===== config.mk =====
export PLATFORM = sky130hd
export DESIGN_NAME = pfpc_top
export DESIGN_NICKNAME = d
export VERILOG_FILES = /design/src/common/pfpc_pkg.sv /design/src/common/pfpc_pin_if.sv /design/src/rtl/pfpc_pad_ctrl.sv /design/src/rtl/pfpc_top.sv
export VERILOG_INCLUDE_DIRS = /design/src /design/src/common
export SDC_FILE = /design/constraint.sdc
export NUM_CORES = 1
export LEC_CHECK = 0
export BUFFER_PORTS_ARGS = -buffer_cell sky130_fd_sc_hd__buf_2
export CORE_UTILIZATION = 46
export CTS_CLUSTER_DIAMETER = 150
export CTS_CLUSTER_SIZE = 40
export DETAILED_ROUTE_END_ITERATION = 10
export GPL_TIMING_DRIVEN = 0
export PLACE_DENSITY = 0.74
export SYNTH_ARGS = -nofsm -noshare
export SYNTH_HDL_FRONTEND = slang
export SYNTH_SLANG_ARGS = --single-unit

===== constraint.sdc =====
create_clock -name clk_sys -period 1.79 [get_ports clk_sys]
set_clock_uncertainty 0.2 [all_clocks]
set_input_delay 0.358 -clock clk_sys [delete_from_list [all_inputs] [get_ports clk_sys]]
set_output_delay 0.358 -clock clk_sys [all_outputs]
set_load 0.03 [all_outputs]

===== src/common/pfpc_map.svh =====
// Purpose: Register offsets, field positions, reset values and counts for pin control
// Assumes: Word-aligned byte addresses on a 5-bit Avalon address
// Notes: Definitions only
`ifndef PFPC_MAP_SVH
`define PFPC_MAP_SVH

// Widths of the pin groups
`define PFPC_PORTA_W 6
`define PFPC_PORTB_W 8
`define PFPC_KEY_W 8

// Register byte offsets
`define PFPC_OFS_SYSOPT 5'h00
`define PFPC_OFS_PULLA 5'h04
`define PFPC_OFS_PULLB 5'h08
`define PFPC_OFS_KBEN 5'h0C
`define PFPC_OFS_KBEDGE 5'h10
`define PFPC_OFS_DBGFRC 5'h14
`define PFPC_OFS_STATUS 5'h18
`define PFPC_OFS_CLKCFG 5'h1C

// System options field positions
`define PFPC_SO_RSTPIN 0
`define PFPC_SO_DBGPIN 1
`define PFPC_SO_IRQPIN 2
`define PFPC_SO_IRQPULLDIS 3
`define PFPC_SO_TWOWIRE 4

// Debug force reset field position
`define PFPC_DF_FORCE 0

// Pin positions on port A
`define PFPC_PIN_RESET 5
`define PFPC_PIN_MODE 4

// Reset values
`define PFPC_RST_DBGPIN 1'b1
`define PFPC_RST_CLKDIV 2'h1
`define PFPC_OSC_FREQ_MHZ 8'h10

// Internal reset stretch in bus cycles
`define PFPC_RST_HOLD_CYC 8'h10

`endif


===== src/common/pfpc_pkg.sv =====
// Purpose: Types shared by the pin control block
// Assumes: Nothing beyond the map header
// Notes: Constants live in pfpc_map.svh
package pfpc_pkg;
  typedef enum logic [1:0] {RS_HOLD, RS_RUN} pfpc_rst_state_e;
  typedef enum logic [1:0] {CAUSE_POR, CAUSE_PIN, CAUSE_FORCE} pfpc_cause_e;
  typedef enum logic [1:0] {SHR_GPIO, SHR_IRQ, SHR_RESET} pfpc_share_e;
endpackage


===== src/common/pfpc_pin_if.sv =====
// Purpose: Carries pin configuration to the pad controller and its results back
// Assumes: Single clock domain
// Notes: None
`timescale 1ns/1ps
`include "pfpc_map.svh"
interface pfpc_pin_if;
  logic rstPinEn;
  logic irqPinEn;
  logic irqPullDis;
  logic dbgPinEn;
  logic [`PFPC_PORTA_W-1:0] pullA;
  logic [`PFPC_PORTB_W-1:0] pullB;
  logic [`PFPC_KEY_W-1:0] kbEn;
  logic [`PFPC_KEY_W-1:0] kbEdge;
  logic [`PFPC_PORTA_W-1:0] outEnA;
  logic [`PFPC_PORTB_W-1:0] outEnB;
  logic [`PFPC_PORTA_W-1:0] pullEnA;
  logic [`PFPC_PORTA_W-1:0] pullDnA;
  logic [`PFPC_PORTB_W-1:0] pullEnB;
  logic [`PFPC_PORTB_W-1:0] pullDnB;
  pfpc_pkg::pfpc_share_e shareFunc;

  modport ctrl (
    output rstPinEn, irqPinEn, irqPullDis, dbgPinEn, pullA, pullB, kbEn, kbEdge,
    output outEnA, outEnB,
    input pullEnA, pullDnA, pullEnB, pullDnB, shareFunc
  );
  modport pad (
    input rstPinEn, irqPinEn, irqPullDis, dbgPinEn, pullA, pullB, kbEn, kbEdge,
    input outEnA, outEnB,
    output pullEnA, pullDnA, pullEnB, pullDnB, shareFunc
  );
endinterface


===== src/rtl/pfpc_pad_ctrl.sv =====
// Purpose: Resolves pull device enable and direction per pin, and the shared pin function
// Assumes: Keyboard inputs 0-3 sit on port A 0-3, inputs 4-7 on port B 0-3
// Notes: Results are registered so the top can drive them straight out
`timescale 1ns/1ps
`include "pfpc_map.svh"
module pfpc_pad_ctrl (
  // Clock and reset
  input wire logic clk_sys,
  input wire logic rst,
  // Configuration in, pad settings out
  pfpc_pin_if.pad pins
);
  logic [`PFPC_PORTA_W-1:0] nxtEnA;
  logic [`PFPC_PORTA_W-1:0] nxtDnA;
  logic [`PFPC_PORTB_W-1:0] nxtEnB;
  logic [`PFPC_PORTB_W-1:0] nxtDnB;
  pfpc_pkg::pfpc_share_e nxtFunc;
  logic [`PFPC_PORTA_W-1:0] enA_ff;
  logic [`PFPC_PORTA_W-1:0] dnA_ff;
  logic [`PFPC_PORTB_W-1:0] enB_ff;
  logic [`PFPC_PORTB_W-1:0] dnB_ff;
  pfpc_pkg::pfpc_share_e func_ff;

  // Pull state of a plain input pin: {enable, pulldown}
  function automatic logic [1:0] pullOf(input logic userEn, input logic outEn,
                                        input logic kbEn, input logic kbEdge);
    logic en;
    en = userEn & ~outEn;
    pullOf = {en, en & kbEn & kbEdge};
  endfunction

  // Per-pin resolution, the dedicated functions override the user bits
  always_comb
  begin
    nxtEnA = '0;
    nxtDnA = '0;
    nxtEnB = '0;
    nxtDnB = '0;
    for (int i = 0; i < `PFPC_PORTA_W; i++)
    begin
      if (i < 4)
        {nxtEnA[i], nxtDnA[i]} = pullOf(pins.pullA[i], pins.outEnA[i], pins.kbEn[i],
                                        pins.kbEdge[i]);
      else
        {nxtEnA[i], nxtDnA[i]} = pullOf(pins.pullA[i], pins.outEnA[i], 1'b0, 1'b0);
    end
    for (int j = 0; j < `PFPC_PORTB_W; j++)
    begin
      {nxtEnB[j], nxtDnB[j]} = pullOf(pins.pullB[j], pins.outEnB[j], 1'b0, 1'b0);
    end
    // Keyboard inputs 4-7 sit on port B bits 0-3; separate loop keeps indices in range
    for (int k = 0; k < 4; k++)
    begin
      {nxtEnB[k], nxtDnB[k]} = pullOf(pins.pullB[k], pins.outEnB[k], pins.kbEn[k+4],
                                      pins.kbEdge[k+4]);
    end
    // Debug pin owns port A bit four with a forced pullup
    if (pins.dbgPinEn)
    begin
      nxtEnA[`PFPC_PIN_MODE] = 1'b1;
      nxtDnA[`PFPC_PIN_MODE] = 1'b0;
    end
    // Reset has highest priority on the shared pin, then the interrupt function
    nxtFunc = pfpc_pkg::SHR_GPIO;
    if (pins.rstPinEn)
    begin
      nxtFunc = pfpc_pkg::SHR_RESET;
      nxtEnA[`PFPC_PIN_RESET] = 1'b1;
      nxtDnA[`PFPC_PIN_RESET] = 1'b0;
    end
    else if (pins.irqPinEn)
    begin
      nxtFunc = pfpc_pkg::SHR_IRQ;
      nxtEnA[`PFPC_PIN_RESET] = ~pins.irqPullDis;
      nxtDnA[`PFPC_PIN_RESET] = 1'b0;
    end
  end

  // Register the pad settings
  always_ff @(posedge clk_sys)
  begin
    if (rst)
    begin
      enA_ff <= '0;
      dnA_ff <= '0;
      enB_ff <= '0;
      dnB_ff <= '0;
      func_ff <= pfpc_pkg::SHR_GPIO;
    end
    else
    begin
      enA_ff <= nxtEnA;
      dnA_ff <= nxtDnA;
      enB_ff <= nxtEnB;
      dnB_ff <= nxtDnB;
      func_ff <= nxtFunc;
    end
  end

  assign pins.pullEnA = enA_ff;
  assign pins.pullDnA = dnA_ff;
  assign pins.pullEnB = enB_ff;
  assign pins.pullDnB = dnB_ff;
  assign pins.shareFunc = func_ff;
endmodule


===== src/rtl/pfpc_top.sv =====
// Purpose: Pin function and pull device control with reset and debug mode entry
// Assumes: rst is the power-on reset; all registers run on the bus clock clk_sys
// Notes: Overview of operation follows
// Overview of operation
// - After power-on the shared port A bit five pin is a plain input.
// - Setting reset_pin_enable turns that pin into the active-low reset input.
// - Once set, reset_pin_enable stays set until the next power-on reset.
// - With the reset function on, a low on the pin resets the device.
// - With reset_pin_enable at 1 the pin pullup is on automatically.
// - With interrupt_pin_enable at 1 and reset_pin_enable at 0 the pullup follows interrupt_pullup_disable.
// - With debug_pin_enable at 1 port A bit four has its pullup on.
// - two_wire_pin_select moves the two-wire pins; default is port A bits two/three.
// - A keyboard pin with pull enabled gets a pulldown when its edge bit is set.
// - Every input pin has a software-selectable pullup.
// - A reset from the pin always restarts in user mode, never debug halt.
// - Debug halt follows a low mode pin at power-on or at a forced debug reset.
// - All registers are clocked by the bus clock.
// - Out of reset the clock source is 16 MHz with a bus divider giving 8 MHz.
// - debug_pin_enable is set by every reset and cleared by software.
`timescale 1ns/1ps
`include "pfpc_map.svh"
module pfpc_top (
  // Clock and power-on reset
  input wire logic clk_sys,
  input wire logic rst,
  // Avalon-MM slave
  input wire logic [4:0] avs_address,
  input wire logic avs_read,
  input wire logic avs_write,
  input wire logic [31:0] avs_writedata,
  output logic [31:0] avs_readdata,
  output logic avs_waitrequest,
  // Pins and port direction from parallel I/O
  input wire logic [`PFPC_PORTA_W-1:0] portAPin,
  input wire logic [`PFPC_PORTA_W-1:0] portAOutEn,
  input wire logic [`PFPC_PORTB_W-1:0] portBOutEn,
  // System controls
  output logic sysReset,
  output logic debugHalt,
  output logic [1:0] shareFunc,
  output logic twoWireOnB,
  output logic [1:0] busClkDiv,
  // Pad settings
  output logic [`PFPC_PORTA_W-1:0] pullEnA,
  output logic [`PFPC_PORTA_W-1:0] pullDnA,
  output logic [`PFPC_PORTB_W-1:0] pullEnB,
  output logic [`PFPC_PORTB_W-1:0] pullDnB
);
  pfpc_pin_if pinBus ();

  // Pin synchroniser
  logic [`PFPC_PORTA_W-1:0] syncA1_ff;
  logic [`PFPC_PORTA_W-1:0] syncA2_ff;
  // Reset sequencer
  pfpc_pkg::pfpc_rst_state_e state_ff, nxtState;
  pfpc_pkg::pfpc_cause_e cause_ff, nxtCause;
  logic [7:0] cnt_ff, nxtCnt;
  logic halt_ff, nxtHalt;
  logic sysRst_ff, nxtSysRst;
  // Registers
  logic rstPinEn_ff, nxtRstPinEn;
  logic dbgPinEn_ff, nxtDbgPinEn;
  logic irqPinEn_ff, nxtIrqPinEn;
  logic interrupt_pullup_disable_ff, nxtIrqPdd;
  logic twoWire_ff, nxtTwoWire;
  logic [`PFPC_PORTA_W-1:0] pullA_ff, nxtPullA;
  logic [`PFPC_PORTB_W-1:0] pullB_ff, nxtPullB;
  logic [`PFPC_KEY_W-1:0] kbEn_ff, nxtKbEn;
  logic [`PFPC_KEY_W-1:0] kbEdge_ff, nxtKbEdge;
  logic [1:0] clkDiv_ff, nxtClkDiv;
  // Bus
  logic waitReq_ff, nxtWaitReq;
  logic [31:0] rdata_ff, nxtRdata;
  logic wrEn;
  logic forceReq;
  logic extReq;
  logic inRst;
  logic [31:0] rdMux;

  // Two flops before anything looks at the pins
  always_ff @(posedge clk_sys)
  begin
    if (rst)
    begin
      syncA1_ff <= {`PFPC_PORTA_W{1'b1}};
      syncA2_ff <= {`PFPC_PORTA_W{1'b1}};
    end
    else
    begin
      syncA1_ff <= portAPin;
      syncA2_ff <= syncA1_ff;
    end
  end

  // Write lands only at the edge where waitrequest is seen low
  assign wrEn = avs_write & ~waitReq_ff;
  assign inRst = (state_ff == pfpc_pkg::RS_HOLD);
  assign extReq = rstPinEn_ff & ~syncA2_ff[`PFPC_PIN_RESET];
  assign forceReq = wrEn & (avs_address == `PFPC_OFS_DBGFRC) &
                    avs_writedata[`PFPC_DF_FORCE];

  // Reset sequencer: stretch every reset, then decide the run mode
  always_comb
  begin
    nxtState = state_ff;
    nxtCause = cause_ff;
    nxtCnt = cnt_ff;
    nxtHalt = halt_ff;
    unique case (state_ff)
      pfpc_pkg::RS_HOLD:
      begin
        if ((cause_ff == pfpc_pkg::CAUSE_PIN) && extReq)
          nxtCnt = 8'h00; // Held while the pin stays low
        else if (cnt_ff == `PFPC_RST_HOLD_CYC - 8'h01)
        begin
          nxtState = pfpc_pkg::RS_RUN;
          // Mode pin is sampled at release of a power-on or forced reset
          nxtHalt = (cause_ff != pfpc_pkg::CAUSE_PIN) &
                    ~syncA2_ff[`PFPC_PIN_MODE];
        end
        else
          nxtCnt = cnt_ff + 8'h01;
      end
      pfpc_pkg::RS_RUN:
      begin
        if (extReq)
        begin
          nxtState = pfpc_pkg::RS_HOLD;
          nxtCause = pfpc_pkg::CAUSE_PIN;
          nxtCnt = 8'h00;
          nxtHalt = 1'b0;
        end
        else if (forceReq)
        begin
          nxtState = pfpc_pkg::RS_HOLD;
          nxtCause = pfpc_pkg::CAUSE_FORCE;
          nxtCnt = 8'h00;
          nxtHalt = 1'b0;
        end
      end
    endcase
    nxtSysRst = (nxtState == pfpc_pkg::RS_HOLD);
  end

  // Sequencer state, power-on reset starts a full stretch
  always_ff @(posedge clk_sys)
  begin
    if (rst)
    begin
      state_ff <= pfpc_pkg::RS_HOLD;
      cause_ff <= pfpc_pkg::CAUSE_POR;
      cnt_ff <= 8'h00;
      halt_ff <= 1'b0;
      sysRst_ff <= 1'b1;
    end
    else
    begin
      state_ff <= nxtState;
      cause_ff <= nxtCause;
      cnt_ff <= nxtCnt;
      halt_ff <= nxtHalt;
      sysRst_ff <= nxtSysRst;
    end
  end

  // Register file next values; internal reset forces defaults except the reset pin latch
  always_comb
  begin
    nxtRstPinEn = rstPinEn_ff;
    nxtDbgPinEn = dbgPinEn_ff;
    nxtIrqPinEn = irqPinEn_ff;
    nxtIrqPdd = interrupt_pullup_disable_ff;
    nxtTwoWire = twoWire_ff;
    nxtPullA = pullA_ff;
    nxtPullB = pullB_ff;
    nxtKbEn = kbEn_ff;
    nxtKbEdge = kbEdge_ff;
    nxtClkDiv = clkDiv_ff;
    if (inRst)
    begin
      nxtDbgPinEn = `PFPC_RST_DBGPIN;
      nxtIrqPinEn = 1'b0;
      nxtIrqPdd = 1'b0;
      nxtTwoWire = 1'b0;
      nxtPullA = '0;
      nxtPullB = '0;
      nxtKbEn = '0;
      nxtKbEdge = '0;
      nxtClkDiv = `PFPC_RST_CLKDIV;
    end
    else if (wrEn)
    begin
      unique case (avs_address)
        `PFPC_OFS_SYSOPT:
        begin
          // Write-once: software can set the reset function but never clear it
          nxtRstPinEn = rstPinEn_ff | avs_writedata[`PFPC_SO_RSTPIN];
          nxtDbgPinEn = avs_writedata[`PFPC_SO_DBGPIN];
          nxtIrqPinEn = avs_writedata[`PFPC_SO_IRQPIN];
          nxtIrqPdd = avs_writedata[`PFPC_SO_IRQPULLDIS];
          nxtTwoWire = avs_writedata[`PFPC_SO_TWOWIRE];
        end
        `PFPC_OFS_PULLA: nxtPullA = avs_writedata[`PFPC_PORTA_W-1:0];
        `PFPC_OFS_PULLB: nxtPullB = avs_writedata[`PFPC_PORTB_W-1:0];
        `PFPC_OFS_KBEN: nxtKbEn = avs_writedata[`PFPC_KEY_W-1:0];
        `PFPC_OFS_KBEDGE: nxtKbEdge = avs_writedata[`PFPC_KEY_W-1:0];
        `PFPC_OFS_CLKCFG: nxtClkDiv = avs_writedata[1:0];
        default: ; // Read-only and unmapped offsets ignore writes
      endcase
    end
  end

  // Register file, all on the bus clock
  always_ff @(posedge clk_sys)
  begin
    if (rst)
    begin
      rstPinEn_ff <= 1'b0;
      dbgPinEn_ff <= `PFPC_RST_DBGPIN;
      irqPinEn_ff <= 1'b0;
      interrupt_pullup_disable_ff <= 1'b0;
      twoWire_ff <= 1'b0;
      pullA_ff <= '0;
      pullB_ff <= '0;
      kbEn_ff <= '0;
      kbEdge_ff <= '0;
      clkDiv_ff <= `PFPC_RST_CLKDIV;
    end
    else
    begin
      rstPinEn_ff <= nxtRstPinEn;
      dbgPinEn_ff <= nxtDbgPinEn;
      irqPinEn_ff <= nxtIrqPinEn;
      interrupt_pullup_disable_ff <= nxtIrqPdd;
      twoWire_ff <= nxtTwoWire;
      pullA_ff <= nxtPullA;
      pullB_ff <= nxtPullB;
      kbEn_ff <= nxtKbEn;
      kbEdge_ff <= nxtKbEdge;
      clkDiv_ff <= nxtClkDiv;
    end
  end

  // Read decode; unmapped offsets and the force register read as zero
  always_comb
  begin
    rdMux = 32'h0000_0000;
    unique case (avs_address)
      `PFPC_OFS_SYSOPT:
      begin
        rdMux[`PFPC_SO_RSTPIN] = rstPinEn_ff;
        rdMux[`PFPC_SO_DBGPIN] = dbgPinEn_ff;
        rdMux[`PFPC_SO_IRQPIN] = irqPinEn_ff;
        rdMux[`PFPC_SO_IRQPULLDIS] = interrupt_pullup_disable_ff;
        rdMux[`PFPC_SO_TWOWIRE] = twoWire_ff;
      end
      `PFPC_OFS_PULLA: rdMux[`PFPC_PORTA_W-1:0] = pullA_ff;
      `PFPC_OFS_PULLB: rdMux[`PFPC_PORTB_W-1:0] = pullB_ff;
      `PFPC_OFS_KBEN: rdMux[`PFPC_KEY_W-1:0] = kbEn_ff;
      `PFPC_OFS_KBEDGE: rdMux[`PFPC_KEY_W-1:0] = kbEdge_ff;
      `PFPC_OFS_STATUS:
      begin
        rdMux[0] = halt_ff;
        rdMux[2:1] = cause_ff;
        rdMux[8:3] = syncA2_ff;
        rdMux[10:9] = pinBus.shareFunc;
      end
      `PFPC_OFS_CLKCFG:
      begin
        rdMux[1:0] = clkDiv_ff;
        rdMux[15:8] = `PFPC_OSC_FREQ_MHZ;
      end
      default: ;
    endcase
  end

  // One wait cycle, then a single cycle with waitrequest low and data valid
  always_comb
  begin
    nxtWaitReq = 1'b1;
    nxtRdata = rdata_ff;
    if ((avs_read | avs_write) & waitReq_ff)
    begin
      nxtWaitReq = 1'b0;
      nxtRdata = avs_read ? rdMux : 32'h0000_0000;
    end
  end

  // Bus handshake registers
  always_ff @(posedge clk_sys)
  begin
    if (rst)
    begin
      waitReq_ff <= 1'b1;
      rdata_ff <= 32'h0000_0000;
    end
    else
    begin
      waitReq_ff <= nxtWaitReq;
      rdata_ff <= nxtRdata;
    end
  end

  // Configuration to the pad controller
  assign pinBus.rstPinEn = rstPinEn_ff;
  assign pinBus.irqPinEn = irqPinEn_ff;
  assign pinBus.irqPullDis = interrupt_pullup_disable_ff;
  assign pinBus.dbgPinEn = dbgPinEn_ff;
  assign pinBus.pullA = pullA_ff;
  assign pinBus.pullB = pullB_ff;
  assign pinBus.kbEn = kbEn_ff;
  assign pinBus.kbEdge = kbEdge_ff;
  assign pinBus.outEnA = portAOutEn;
  assign pinBus.outEnB = portBOutEn;

  pfpc_pad_ctrl u_pad (
    .clk_sys(clk_sys),
    .rst(rst),
    .pins(pinBus.pad)
  );

  // Outputs straight from flops
  assign avs_readdata = rdata_ff;
  assign avs_waitrequest = waitReq_ff;
  assign sysReset = sysRst_ff;
  assign debugHalt = halt_ff;
  assign twoWireOnB = twoWire_ff;
  assign busClkDiv = clkDiv_ff;
  assign shareFunc = pinBus.shareFunc;
  assign pullEnA = pinBus.pullEnA;
  assign pullDnA = pinBus.pullDnA;
  assign pullEnB = pinBus.pullEnB;
  assign pullDnB = pinBus.pullDnB;
endmodule


==> run_results.csv <==
group,metric,value,unit
outcome,outcome,"finished clean",
timing,rsz0062_at_grt,"yes",
timing,fmax,571,MHz
pwr,powerDensity,760,mW/mm^2
clocking,htree_levels,3,
yosys,synth.top_cell.area_share,0.465,
pwr,ir_drop,0.000463,V
clocking,cts_tree,"done",
place,dpl_cell_area,0.00491,sq mm
global_routing,grt_usage,0.240,
pwr,combPwrFrac,0.100,
cells_and_area,nets,633,
pwr,p_sw_frac,0.265,
timing,drv_slew,0,
yosys,synth_warnings,0,
global_routing,grt_overflow,0,
cells_and_area,fillers,798,
run,max_cap_viol_count,0,
floorplan,ioPinCount,129,
cells_and_area,antenna_cells,0,
place,place_congestion,0.908,
global_routing,grt_antenna_before_repair,0,
detailed_routing,drtIter0Drc,128,
detailed_routing,vias_per_cell,5.25,
yosys,ys_ff_latch,100,
pwr,total_power,4.13,mW
clocking,cts.sinks,100,
timing,fin_hold_ws,0.0398,ns
place,post-place-ws,-0.640,ns
timing,worst_slack,0.0379,ns
timing,max_slew_margin,0.661,
yosys,synthArstFlopShare,0,
timing,setup_violations,0,
yosys,synth_cells,438,
yosys,ys_top_cells_by_area,"dfxtp_1 (47%), mux2i_1 (10%), buf_4 (4.7%)",
clocking,cts_buffers,9,
yosys,yosys.area_share.adder,0.00291,
yosys,synth_mux_area_frac,0.123,
clocking,ctsRootBufferMaster,"clkbuf_8",
floorplan,num_rows,34,
timing,tightestPinTransition,0.503,ns
floorplan,start_util,0.484,
global_routing,grt_first_pass_wirelength,17700,um
pwr,intPower,3.03,mW
yosys,synth_area,0.00430,sq mm
critical_path,worstPathMaxFanout,5,
clocking,clock_latency,0.38,ns
global_routing,grt_max_degree,19,
floorplan,fp.dieH,98.7,um
pwr,p_sw,1.09,mW
critical_path,endpoint_kind,"register",
critical_path,cp.required,1.87,ns
yosys,seq_area_frac_synth,0.465,
pwr,p_leak,2.43,nW
place,hpwl,8360,um
worst_hold_path,hp-class,"in -> reg",
place,port_buffers,75,
yosys,syn_avg_cell_area,9.82,sq um
yosys,synth_edf_count,0,
pwr,seq_power_share,0.548,
detailed_routing,wire_per_inst,16.7,um
clocking,ctsLongestPathBuffers,2,
critical_path,crit_path_start_kind,"register",
yosys,ys_types,61,
critical_path,arrival,1.84,ns
clocking,clk_pin_slew,0.10,ns
floorplan,die_x,98.7,um
timing,period_needed,1.75,ns
yosys,synth_ff_type,"dfxtp_1",
timing,hold_violations,0,
floorplan,die_area,0.00974,sq mm
detailed_routing,vias,3589,
detailed_routing,drc,0,
timing,min_period_over_period,0.979,
cells_and_area,final_cell_area,0.00543,sq mm
detailed_routing,wl,11400,um
yosys,synth-xor-area-share,0.00407,
cells_and_area,drive_gt1_frac,0.332,
floorplan,core-area,0.00889,sq mm
detailed_routing,ant_nets,0,
yosys,synth_top_family_by_area,"simple AND/OR/NAND/NOR gates",
cells_and_area,area_growth,26.1,%
yosys,yosys.area_share.simple,0.227,
yosys,synth_compound_area_frac,0.105,
detailed_routing,first_pass_iters,4,
yosys,yosysTopAreaCell,"dfxtp_1",
pwr,clkPwrFrac,0.352,
global_routing,grt_pass1_vias,3461,
critical_path,criticalPathCategory,"reg -> reg",
sequential cells by signal, indices dropped and copies added, names as in the netlist, 2 cells and up:
register              flops
kbEn_ff                   8
u_pad.pins.pullDnA        4
busClkDiv                 2
syncA1_ff                 6
pinBus.pullA              6
cnt_ff                    8
state_ff                  2
kbEdge_ff                 8
u_pad.pins.pullDnB        4
cause_ff                  2
u_pad.pins.pullEnA        6
syncA2_ff                 6
pinBus.pullB              8
u_pad.pins.pullEnB        8
u_pad.pins.shareFunc      2
avs_readdata             12
worst max-delay path, cell delays in order (launching register included):
cell      delay, ns
dfxtp_2        0.38
and4bb_2       0.26
or2_2          0.33
or4_1          0.41
o311ai_1       0.08
kinds of logic (layout without fill, tap and decap cells):
kind of cell    after synthesis  after routing
compound gates               58             58
simple gates                171            171
mux                          52             52
xor+xnor                      2              2
buf+inv                      53            166
flops                       100            100
fa+ha+maj                     1              1
other cells                   1             26
cell usage in the layout (no fill, tap or decap), types with 6 or more instances in the layout:
| cell | count |
|---|---|
| and3_1 | 10 |
| clkbuf_8 | 11 |
| a22oi_1 | 6 |
| mux2_2 | 7 |
| clkbuf_2 | 7 |
| mux2i_1 | 45 |
| nor3b_1 | 15 |
| dfxtp_1 | 94 |
| nand2b_1 | 7 |
| or2_2 | 16 |
| buf_4 | 34 |
| nor2b_1 | 11 |
| nand2_1 | 22 |
| buf_2 | 80 |
| nor2_1 | 48 |
| a21oi_1 | 12 |
| nand3_1 | 9 |
| dlygate4sd3_1 | 18 |
| conb_1 | 26 |
layer usage:
layer	GRT usage	wire length [um]
met5	0	0
met4	0.118	336
met2	0.432	5740
met3	0.0390	428
met1	0.276	4930
Yosys cell counts, drive strengths merged, types with 3 or more instances:
cell and instances:
nor2b 12, o21ai 5, inv 4, a32o 4
clkbuf 15, o22ai 3, nor2 50, mux2 7
nand3 12, or2 16, dfxtp 100, a22o 5
or3 3, nor3b 17, a22oi 7, nand2 22
nand2b 7, nand4 3, nor3 5, a21oi 12
and3 11, a311oi 3, o211ai 3, buf 34
mux2i 45
final cells by class:
type,instances,area (sq um),share of cell area
Clock buffer,11,151,0.0279
Buffer,46,304,0.0560
Inverter,4,15.0,0.00277
Tap cell,108,135,0.0249
Timing Repair Buffer,100,608,0.112
Multi-Input combinational cell,310,2150,0.396
Clock inverter,5,48.8,0.00899
Sequential cell,100,2010,0.371
what timing repair did:
| action | CTS | global route |
|---|---|---|
| buffers inserted | 2 | 5 |
| gates cloned | 0 | 0 |
| setup endpoints to repair | 62 | 45 |
| resized for setup | 20 | 12 |
| hold endpoints to repair | 18 | 0 |
| hold buffers | 18 | 0 |
| pin swaps | 2 | 3 |
metrics by stage:
stage,util,TNS [ns],instances
floorplan,-,0,463
global placement,0.552,-31.10,646
detailed placement,0.552,-31.80,646
finish,0.610,0,684
CTS,0.601,0,680
global route,0.610,-0.0108,684
final timing paths:
check | start | to | slack [ns] | depth (start not counted)
worst max register to register | syncA2_ff[5] | cnt_ff[4] | 0.04 | 4
worst min-delay path | avs_writedata[7] | kbEdge_ff[7] | 0.04 | 3
worst max-delay path | syncA2_ff[5] | cnt_ff[4] | 0.04 | 4
worst min register to register | syncA1_ff[4] | syncA2_ff[4] | 0.22 | 1
power by group through the flow:
| stage | registers [mW] | logic [mW] | clock network [mW] |
|---|---|---|---|
| after CTS | 2.26 | 0.401 | 1.48 |
| after global routing | 2.26 | 0.439 | 1.56 |
| final | 2.26 | 0.411 | 1.45 |
| after floorplan | 2.31 | 0.248 | 0 |
| after global placement | 2.31 | 0.356 | 0 |
| after detailed placement | 2.31 | 0.358 | 0 |
(Power assumes the default switching activity.)
